### src/hw/sbt_pkg.sv
// Package: constants, field layout and carrier types of the interval timer
package sbt_pkg;
  localparam int unsigned DATA_W = 32;
  localparam int unsigned ADDR_W = 12;
  localparam int unsigned CNT_W = 16;
  localparam int unsigned PRE_W = 8;
  localparam int unsigned EV_W = 2;

  // Register byte offsets; each of the first three has clear/set/invert aliases
  localparam logic [ADDR_W-1:0] OFF_CONTROL = 12'h000;
  localparam logic [ADDR_W-1:0] OFF_COUNT = 12'h010;
  localparam logic [ADDR_W-1:0] OFF_PERIOD = 12'h020;
  localparam logic [ADDR_W-1:0] OFF_IRQ_STATUS = 12'h030;
  localparam logic [ADDR_W-1:0] OFF_IRQ_MASK = 12'h040;

  // Control field positions
  localparam int unsigned BIT_ENABLE = 15;
  localparam int unsigned BIT_IDLE_HALT = 13;
  localparam int unsigned BIT_ASYNC_WRITE_BLOCK = 12;
  localparam int unsigned BIT_ASYNC_WRITE_PENDING = 11;
  localparam int unsigned BIT_EXT_SRC_HI = 9;
  localparam int unsigned BIT_EXT_SRC_LO = 8;
  localparam int unsigned BIT_GATE_ACC_EN = 7;
  localparam int unsigned BIT_PRESCALE_HI = 5;
  localparam int unsigned BIT_PRESCALE_LO = 4;
  localparam int unsigned BIT_EXT_SYNC = 2;
  localparam int unsigned BIT_SOURCE_SEL = 1;

  localparam logic [DATA_W-1:0] CONTROL_WMASK = 32'h0000B3B6;
  localparam logic [DATA_W-1:0] CNT_WMASK = 32'h0000FFFF;
  localparam logic [DATA_W-1:0] EV_WMASK = 32'h00000003;

  // Reset values
  localparam logic [CNT_W-1:0] CONTROL_RESET = 16'h0000;
  localparam logic [CNT_W-1:0] COUNT_RESET = 16'h0000;
  localparam logic [CNT_W-1:0] PERIOD_RESET = 16'hFFFF;
  localparam logic [EV_W-1:0] EV_RESET = 2'h0;

  // Prescaler terminal counts for 1:1, 1:8, 1:64, 1:256
  localparam logic [PRE_W-1:0] PRE_TERM_1 = 8'h00;
  localparam logic [PRE_W-1:0] PRE_TERM_8 = 8'h07;
  localparam logic [PRE_W-1:0] PRE_TERM_64 = 8'h3F;
  localparam logic [PRE_W-1:0] PRE_TERM_256 = 8'hFF;

  // Event bit positions in status and mask
  localparam int unsigned EV_PERIOD = 0;
  localparam int unsigned EV_GATE_FALL = 1;

  typedef enum logic [1:0] {ALIAS_WRITE, ALIAS_CLR, ALIAS_SET, ALIAS_INV} sbt_alias_t;
  typedef enum logic [1:0] {SRC_SECONDARY_OSC, SRC_EXT_COUNT_PIN, SRC_LOW_POWER_RC, SRC_RESERVED} sbt_ext_src_t;

  typedef struct packed {
    logic psel;
    logic penable;
    logic pwrite;
    logic [ADDR_W-1:0] paddr;
    logic [DATA_W-1:0] pwdata;
  } sbt_apb_req_t;

  typedef struct packed {
    logic secondary_osc;
    logic ext_count_pin;
    logic low_power_rc;
    logic gate_in;
  } sbt_src_t;

  typedef struct packed {
    logic idle_mode;
    logic sleep_mode;
  } sbt_power_t;
endpackage : sbt_pkg

### src/hw/sbt_timer.sv
// Sixteen-bit interval timer and event counter with APB register slave
`timescale 1ns/100ps
module sbt_timer (
  input wire logic core_clk,
  input wire logic arst_n,
  input wire sbt_pkg::sbt_apb_req_t apb_req,
  input wire sbt_pkg::sbt_src_t src_in,
  input wire sbt_pkg::sbt_power_t power_in,
  output logic [sbt_pkg::DATA_W-1:0] prdata,
  output logic pready,
  output logic pslverr,
  output logic irq
);

  typedef struct packed {
    logic [sbt_pkg::CNT_W-1:0] control;
    logic [sbt_pkg::CNT_W-1:0] count;
    logic [sbt_pkg::CNT_W-1:0] period;
    logic [sbt_pkg::CNT_W-1:0] hold;
    logic pend;
    logic [sbt_pkg::PRE_W-1:0] pre_cnt;
    logic ext_s1;
    logic ext_s2;
    logic s2_prev;
    logic raw_prev;
    logic gate_prev;
    logic [sbt_pkg::EV_W-1:0] status;
    logic [sbt_pkg::EV_W-1:0] mask;
    logic pready;
    logic pslverr;
    logic [sbt_pkg::DATA_W-1:0] prdata;
    logic irq;
  } sbt_state_t;

  sbt_state_t state_reg;
  sbt_state_t state_next;

  function automatic logic [sbt_pkg::DATA_W-1:0] alias_apply(
    input logic [sbt_pkg::DATA_W-1:0] old_val,
    input logic [sbt_pkg::DATA_W-1:0] wdata,
    input sbt_pkg::sbt_alias_t kind,
    input logic [sbt_pkg::DATA_W-1:0] wmask
  );
    logic [sbt_pkg::DATA_W-1:0] res;
    res = old_val;
    case (kind)
      sbt_pkg::ALIAS_WRITE: res = wdata;
      sbt_pkg::ALIAS_CLR: res = old_val & ~wdata;
      sbt_pkg::ALIAS_SET: res = old_val | wdata;
      sbt_pkg::ALIAS_INV: res = old_val ^ wdata;
      default: res = old_val;
    endcase
    return res & wmask;
  endfunction : alias_apply

  function automatic logic [sbt_pkg::PRE_W-1:0] prescale_term(input logic [1:0] sel);
    logic [sbt_pkg::PRE_W-1:0] t;
    t = sbt_pkg::PRE_TERM_1;
    case (sel)
      2'h0: t = sbt_pkg::PRE_TERM_1;
      2'h1: t = sbt_pkg::PRE_TERM_8;
      2'h2: t = sbt_pkg::PRE_TERM_64;
      default: t = sbt_pkg::PRE_TERM_256;
    endcase
    return t;
  endfunction : prescale_term

  logic run_en;
  logic idle_halt;
  logic write_block;
  logic gate_en;
  logic src_ext;
  logic ext_sync;
  logic async_mode;
  logic raw_in;
  logic ext_edge;
  logic in_edge;
  logic running;
  logic tick;
  logic [sbt_pkg::EV_W-1:0] ev;
  logic [sbt_pkg::EV_W-1:0] ev_clr;
  logic access;
  logic done;
  logic addr_ok;
  logic [7:0] group;
  sbt_pkg::sbt_alias_t kind;
  logic [sbt_pkg::DATA_W-1:0] ctrl_rd;
  logic [sbt_pkg::DATA_W-1:0] rd_val;
  logic rd_err;
  logic [sbt_pkg::DATA_W-1:0] wr_val;
  logic [sbt_pkg::CNT_W-1:0] pre_next_term;

  always_comb begin
    state_next = state_reg;
    ev = '0;
    ev_clr = '0;
    tick = 1'b0;
    wr_val = '0;
    rd_val = '0;
    rd_err = 1'b0;
    pre_next_term = '0;

    run_en = state_reg.control[sbt_pkg::BIT_ENABLE];
    idle_halt = state_reg.control[sbt_pkg::BIT_IDLE_HALT];
    write_block = state_reg.control[sbt_pkg::BIT_ASYNC_WRITE_BLOCK];
    gate_en = state_reg.control[sbt_pkg::BIT_GATE_ACC_EN];
    src_ext = state_reg.control[sbt_pkg::BIT_SOURCE_SEL];
    ext_sync = state_reg.control[sbt_pkg::BIT_EXT_SYNC];
    async_mode = src_ext & ~ext_sync;

    // External source mux; reserved code never counts
    case (sbt_pkg::sbt_ext_src_t'(state_reg.control[sbt_pkg::BIT_EXT_SRC_HI:sbt_pkg::BIT_EXT_SRC_LO]))
      sbt_pkg::SRC_SECONDARY_OSC: raw_in = src_in.secondary_osc;
      sbt_pkg::SRC_EXT_COUNT_PIN: raw_in = src_in.ext_count_pin;
      sbt_pkg::SRC_LOW_POWER_RC: raw_in = src_in.low_power_rc;
      default: raw_in = 1'b0;
    endcase

    // Two-stage resync path; the first stage feeds only the second
    state_next.ext_s1 = raw_in;
    state_next.ext_s2 = state_reg.ext_s1;
    state_next.s2_prev = state_reg.ext_s2;
    state_next.raw_prev = raw_in;
    // Unsynchronised path costs two fewer cycles of latency
    ext_edge = ext_sync ? (state_reg.ext_s2 & ~state_reg.s2_prev) : (raw_in & ~state_reg.raw_prev);

    // Internal source is every core clock, optionally qualified by the gate
    if (src_ext) begin
      in_edge = ext_edge;
    end else if (gate_en) begin
      in_edge = src_in.gate_in;
    end else begin
      in_edge = 1'b1;
    end

    // Sleep stops the bus clock, so only the async external mode survives
    running = run_en
      & ~(power_in.idle_mode & idle_halt)
      & ~(power_in.sleep_mode & ~async_mode);

    state_next.gate_prev = src_in.gate_in;
    if (~src_ext & gate_en & state_reg.gate_prev & ~src_in.gate_in) begin
      ev[sbt_pkg::EV_GATE_FALL] = 1'b1;
    end

    pre_next_term = {8'h00, prescale_term(state_reg.control[sbt_pkg::BIT_PRESCALE_HI:sbt_pkg::BIT_PRESCALE_LO])};
    if (running & in_edge) begin
      if ({8'h00, state_reg.pre_cnt} >= pre_next_term) begin
        state_next.pre_cnt = '0;
        tick = 1'b1;
      end else begin
        state_next.pre_cnt = state_reg.pre_cnt + 8'h01;
      end
    end
    if (~run_en) begin
      state_next.pre_cnt = '0;
    end

    if (tick) begin
      if (state_reg.count == state_reg.period) begin
        state_next.count = '0;
        ev[sbt_pkg::EV_PERIOD] = 1'b1;
      end else begin
        state_next.count = state_reg.count + 16'h0001;
      end
    end

    // A held async write lands on the next source edge, or at once on leaving async mode
    if (state_reg.pend & (~async_mode | (raw_in & ~state_reg.raw_prev))) begin
      state_next.count = state_reg.hold;
      state_next.pend = 1'b0;
    end

    // APB slave: one wait state, then pready; write lands at the completing edge
    access = apb_req.psel & apb_req.penable;
    done = access & state_reg.pready;
    group = apb_req.paddr[sbt_pkg::ADDR_W-1:4];
    kind = sbt_pkg::sbt_alias_t'(apb_req.paddr[3:2]);
    addr_ok = (apb_req.paddr[1:0] == 2'h0);

    ctrl_rd = {16'h0000, state_reg.control};
    ctrl_rd[sbt_pkg::BIT_ASYNC_WRITE_PENDING] = state_reg.pend & async_mode;

    if (~addr_ok) begin
      rd_err = 1'b1;
    end else if (group == sbt_pkg::OFF_CONTROL[sbt_pkg::ADDR_W-1:4]) begin
      rd_val = ctrl_rd;
    end else if (group == sbt_pkg::OFF_COUNT[sbt_pkg::ADDR_W-1:4]) begin
      rd_val = {16'h0000, state_reg.count};
    end else if (group == sbt_pkg::OFF_PERIOD[sbt_pkg::ADDR_W-1:4]) begin
      rd_val = {16'h0000, state_reg.period};
    end else if ((apb_req.paddr == sbt_pkg::OFF_IRQ_STATUS)) begin
      rd_val = {30'h00000000, state_reg.status};
    end else if ((apb_req.paddr == sbt_pkg::OFF_IRQ_MASK)) begin
      rd_val = {30'h00000000, state_reg.mask};
    end else begin
      rd_err = 1'b1;
    end

    state_next.pready = access & ~state_reg.pready;
    if (access & ~state_reg.pready) begin
      state_next.pslverr = rd_err;
      state_next.prdata = (apb_req.pwrite | rd_err) ? 32'h00000000 : rd_val;
    end else begin
      // Error flag stands only with its pready pulse
      state_next.pslverr = 1'b0;
    end

    if (done & apb_req.pwrite & ~rd_err) begin
      if (group == sbt_pkg::OFF_CONTROL[sbt_pkg::ADDR_W-1:4]) begin
        wr_val = alias_apply({16'h0000, state_reg.control}, apb_req.pwdata, kind, sbt_pkg::CONTROL_WMASK);
        state_next.control = wr_val[sbt_pkg::CNT_W-1:0];
      end else if (group == sbt_pkg::OFF_COUNT[sbt_pkg::ADDR_W-1:4]) begin
        wr_val = alias_apply({16'h0000, state_reg.count}, apb_req.pwdata, kind, sbt_pkg::CNT_WMASK);
        if (async_mode) begin
          if (~(state_reg.pend & write_block)) begin
            state_next.hold = wr_val[sbt_pkg::CNT_W-1:0];
            state_next.pend = 1'b1;
          end
        end else begin
          state_next.count = wr_val[sbt_pkg::CNT_W-1:0];
        end
      end else if (group == sbt_pkg::OFF_PERIOD[sbt_pkg::ADDR_W-1:4]) begin
        wr_val = alias_apply({16'h0000, state_reg.period}, apb_req.pwdata, kind, sbt_pkg::CNT_WMASK);
        state_next.period = wr_val[sbt_pkg::CNT_W-1:0];
      end else if (apb_req.paddr == sbt_pkg::OFF_IRQ_STATUS) begin
        ev_clr = apb_req.pwdata[sbt_pkg::EV_W-1:0];
      end else if (apb_req.paddr == sbt_pkg::OFF_IRQ_MASK) begin
        state_next.mask = apb_req.pwdata[sbt_pkg::EV_W-1:0];
      end
    end

    // A new event beats a same-cycle clear
    state_next.status = (state_reg.status & ~ev_clr) | ev;
    state_next.irq = |(state_next.status & state_next.mask);
  end

  always_ff @(posedge core_clk or negedge arst_n) begin
    if (!arst_n) begin
      state_reg.control <= sbt_pkg::CONTROL_RESET;
      state_reg.count <= sbt_pkg::COUNT_RESET;
      state_reg.period <= sbt_pkg::PERIOD_RESET;
      state_reg.hold <= sbt_pkg::COUNT_RESET;
      state_reg.pend <= 1'b0;
      state_reg.pre_cnt <= '0;
      state_reg.ext_s1 <= 1'b0;
      state_reg.ext_s2 <= 1'b0;
      state_reg.s2_prev <= 1'b0;
      state_reg.raw_prev <= 1'b0;
      state_reg.gate_prev <= 1'b0;
      state_reg.status <= sbt_pkg::EV_RESET;
      state_reg.mask <= sbt_pkg::EV_RESET;
      state_reg.pready <= 1'b0;
      state_reg.pslverr <= 1'b0;
      state_reg.prdata <= 32'h00000000;
      state_reg.irq <= 1'b0;
    end else begin
      state_reg <= state_next;
    end
  end

  assign prdata = state_reg.prdata;
  assign pready = state_reg.pready;
  assign pslverr = state_reg.pslverr;
  assign irq = state_reg.irq;

endmodule : sbt_timer

### config.mk
export PLATFORM = sky130hd
export DESIGN_NAME = sbt_timer
export DESIGN_NICKNAME = d
export VERILOG_FILES = /design/src/hw/sbt_pkg.sv /design/src/hw/sbt_timer.sv
export SDC_FILE = /design/constraint.sdc
export NUM_CORES = 1
export LEC_CHECK = 0
export BUFFER_PORTS_ARGS = -buffer_cell sky130_fd_sc_hd__buf_2
export CAP_MARGIN = 25
export CORE_MARGIN = 8
export CORE_UTILIZATION = 40
export CTS_CLUSTER_DIAMETER = 150
export DETAILED_ROUTE_END_ITERATION = 8
export GPL_TIMING_DRIVEN = 0
export HOLD_SLACK_MARGIN = 0.08
export PLACE_DENSITY = 0.69
export SYNTH_ARGS = -nofsm -noshare
export SYNTH_HDL_FRONTEND = slang
export SYNTH_SLANG_ARGS = --single-unit
### constraint.sdc
create_clock -name core_clk -period 7.3 [get_ports core_clk]
set_input_delay 1.095 -clock core_clk [delete_from_list [all_inputs] [get_ports core_clk]]
set_output_delay 1.095 -clock core_clk [all_outputs]
set_load 0.02 [all_outputs]
==> flow_summary.rst <==
.. list-table::
   :header-rows: 1

   * - Metric
     - Value
   * - Run status
     - complete, no violations
   * - Crit path max-delay cell type
     - sky130_fd_sc_hd__a211oi_2
   * - Largest net degree at the start of global routing
     - 69
   * - Critical-path cell list
     - or2_2, inv_1, ha_1, nor2_1, a221oi_2, o311ai_1, a21oi_2, a211oi_2, clkbuf_1, a221o_1
   * - Leading area contributor after synthesis
     - sky130_fd_sc_hd__dfrtp_1
   * - Worst clock skew
     - 0.01071 ns
   * - Overall via count from detail_route
     - 5,982
   * - Critical Setup Path Class
     - flop to flop
   * - Starting DRC count in detailed routing
     - ~460
   * - Final routed wirelength across all metal layers
     - approximately 21 mm
   * - Element type at the critical path end
     - flop
   * - Antenna Violating Nets Remaining
     - 0
   * - Vias per cell
     - 5.606
   * - Worst Setup SP
     - ctrl_rd[5]
   * - CP delay by family, top
     - compound AO/OA/AOI/OAI gates
   * - Standard-cell row count
     - 50
   * - Final TNS setup
     - 0 ns
   * - Sequential fraction of the synthesis area
     - 31.55%
   * - Predominant post-synthesis flop cell
     - sky130_fd_sc_hd__dfrtp_1
   * - Critical path launch point type
     - flop
   * - Power Dens Cells
     - 137.2 nW/um2
   * - Area share of the largest cell type after synthesis
     - 25.96%
   * - Number of warning messages in the yosys log
     - 0
   * - H-tree depth
     - 3
   * - Total power
     - 1.164 mW
   * - Min-delay src
     - state_next[41]
   * - Flip-flop count of the largest register, all copies and words added
     - 64
   * - FILL cells
     - 1,753
   * - Clock slew seen by the registers of the worst setup and hold paths
     - roughly 0.070 ns
   * - Wire length of the first global-routing pass
     - 34.00 mm
   * - Initial antenna violation count
     - 2
   * - Router iterations before antenna repair
     - 6
   * - Grt ovf
     - 0
   * - CTS tree
     - yes
   * - Insertion delay to the later sink of the worst-skew pair
     - approximately 0.36 ns
   * - Top Ports
     - 90
   * - Die height
     - 153.1 um
   * - Number of buffers inserted for hold repair after clock tree synthesis
     - 0
   * - Share of flip-flops with an asynchronous set or reset
     - 100.0%
   * - Reg2Reg Launch Point
     - ctrl_rd[5]
   * - Critical Path Max Stage Delay
     - around 0.8 ns
   * - Distinct cell type count after synthesis
     - between 50 and 60
   * - Area growth from synthesis to layout
     - 12.90%
   * - Placer congestion estimate
     - 0.8799
   * - Timing-limited maximum frequency
     - around 260 MHz
   * - Post-route fraction of the period consumed by the critical path
     - between 50% and 60%
   * - Port Buf Inserts
     - 56
   * - WL per Instance
     - 19.79 um
   * - Max-cap viol count
     - 0
   * - Vias in the first global route
     - 6,027
   * - Post-synthesis instance area
     - about 7500 um2
   * - Number of CTS-inserted buffers
     - 9
   * - Fraction of layout instances using a drive strength above 1
     - between 20% and 30%
   * - Hold Crit Class
     - flop to flop
   * - Final #Nets
     - 974
   * - Buffers and inverters on the worst path
     - 2
   * - Static leakage
     - 4.237 nW
   * - Clock root buffer
     - sky130_fd_sc_hd__clkbuf_16
   * - Critical Path RT
     - about 7.6 ns
   * - Clock tree buffer depth
     - 2
   * - Endpoints failing hold
     - 0
   * - Final-report setup violation count
     - 0
   * - Minimum clock period
     - 3.879 ns
   * - Residual DRC count
     - 0
   * - # resized after CTS
     - 0
   * - Total Routing Usage GR
     - 18.43%
   * - Gate Count Post-Synth
     - roughly 740
   * - Avg Inst Size Synth
     - 10.12 um2
   * - Number of synthesized register bits
     - 94
   * - Max-slew headroom at the worst pin
     - about 43%
   * - RSZ-0062 raised after global routing
     - false
   * - Arrival @ worst endpoint
     - 4.17 ns
   * - Initial Utilization
     - between 40% and 50%
   * - Transition time of the tightest slew-check pin
     - 0.8464 ns
   * - Placeable core region
     - 18,580 um2
   * - Crit Path Max Fanout
     - 10
   * - Fin. max-slew vios
     - 0
   * - Post-CTS Setup Repair Bufs
     - 0
   * - Sinks on Clock Net
     - 94
   * - Ranking of synthesized cells by area
     - sky130_fd_sc_hd__dfrtp_1 26%, sky130_fd_sc_hd__ha_1 15%, sky130_fd_sc_hd__mux4_2 6.6%, sky130_fd_sc_hd__dfstp_2 5.6%, sky130_fd_sc_hd__inv_1 4.3%
   * - Max IR drop VDD
     - 0.1035 mV
   * - Half-perimeter wire length after detailed placement
     - 15.92 mm
   * - Die width
     - 153.1 um
   * - Number of flops mapped to enable cells by yosys
     - 0
   * - Die Footprint
     - 23,440 um2
-- cell type report --
class | count | area (um2) | share of cell area (%)
multi-input cells | 507 | 4467 | 52.62
inverters | 87 | 326.6 | 3.847
plain buffers | 70 | 409.1 | 4.820
clock buffers | 11 | 242.7 | 2.860
diodes | 1 | 2.502 | 0.02948
well taps | 234 | 292.8 | 3.449
flip-flops and latches | 94 | 2372 | 27.95
clock inverters | 5 | 50.05 | 0.5896
repair buffers | 58 | 325.3 | 3.833
-- report_power, final --
part	switching [mW]	leakage (nW)	internal, mW
Combinational	0.0922	2.92	0.0603
Clock	0.215	0.149	0.273
Sequential	0.000762	1.17	0.522
Total	0.308	4.24	0.856
-- cell usage after synthesis (all sizes together) (21+ instances only) --
| cell | number |
|---|---|
| ha | 92 |
| dfrtp | 78 |
| a21oi | 39 |
| clkbuf | 29 |
| nand2 | 23 |
| inv | 87 |
| nor2 | 29 |
| buf | 41 |
| a211oi | 42 |
| xnor2 | 30 |
| mux2 | 37 |
| and3 | 21 |
| mux4 | 22 |
-- worst register-to-register path: cells and delay by family (launching register included) --
kind,cells,cell delay [ns]
AND/OR/NAND/NOR,2,0.45
buffers and inverters,2,0.60
flip-flops,1,0.47
AO/OA/AOI/OAI,5,2.07
adder cells (fa/ha/maj),1,0.22
-- kinds of logic (layout without fill, tap and decap cells) --
| group | count (synthesis) | after routing | synth area share [%] |
|---|---|---|---|
| AO/OA/AOI/OAI | 161 | 161 | 15.71 |
| XOR/XNOR | 30 | 30 | 3.495 |
| adder cells (fa/ha/maj) | 92 | 92 | 15.31 |
| buffers and inverters | 157 | 231 | 9.785 |
| flip-flops | 94 | 94 | 31.55 |
| multiplexers | 70 | 70 | 14.10 |
| other | 1 | 17 | 0.04988 |
| AND/OR/NAND/NOR | 138 | 138 | 10.00 |
-- through the flow --
stage | hold WS (ns) | setup WS, ns | area (um2) | utilization, % | std cells
floorplan | 0.3463 | 3.998 | 7575 | - | 758
global placement | 0.3609 | 2.990 | 8148 | 43.85 | 1048
detailed placement | 0.3520 | 3.238 | 8193 | 44.09 | 1050
CTS | 0.3690 | 3.517 | 8486 | 45.67 | 1066
global route | 0.3966 | 3.183 | 8488 | 45.68 | 1067
finish | 0.3691 | 3.421 | 8488 | 45.68 | 1067
-- path summary, 6_finish.rpt --
kind / endpoint / slack, ns / depth (start not counted)
min in group asynchronous: ctrl_rd[8] / 0.67 / 1
max in group asynchronous: state_reg[72] / 5.91 / 2
worst max-delay path: state_reg[96] / 3.42 / 10
worst min register to register: state_reg[41] / 0.37 / 0
worst max register to register: state_reg[96] / 3.42 / 10
worst min-delay path: state_reg[41] / 0.37 / 0
-- per-layer routing --
layer / share of wire, % / global-route usage [%]
met2: 46 / 28.90
met3: 8.5 / 4.680
met1: 43 / 23.45
met5: 0.062 / 0
met4: 3.1 / 8.530
-- layout by cell type (no fill, tap or decap), drive strengths merged, types with 3 or more instances in the layout --
| cell | n |
|---|---|
| a221o | 15 |
| nor3 | 8 |
| mux2 | 37 |
| nor2 | 29 |
| and3 | 21 |
| a22o | 18 |
| o22ai | 15 |
| o21a | 5 |
| and4 | 3 |
| a21boi | 4 |
| mux4 | 22 |
| mux2i | 11 |
| a211oi | 42 |
| clkinv | 4 |
| or2 | 4 |
| nor2b | 7 |
| nand4 | 11 |
| xnor2 | 30 |
| dfrtp | 78 |
| nand3 | 14 |
| nand2 | 23 |
| buf | 99 |
| conb | 16 |
| o21ai | 9 |
| nor3b | 3 |
| clkbuf | 40 |
| dfstp | 16 |
| a21oi | 39 |
| inv | 87 |
| ha | 92 |
| nor4 | 4 |
(Power assumes the default switching activity.)
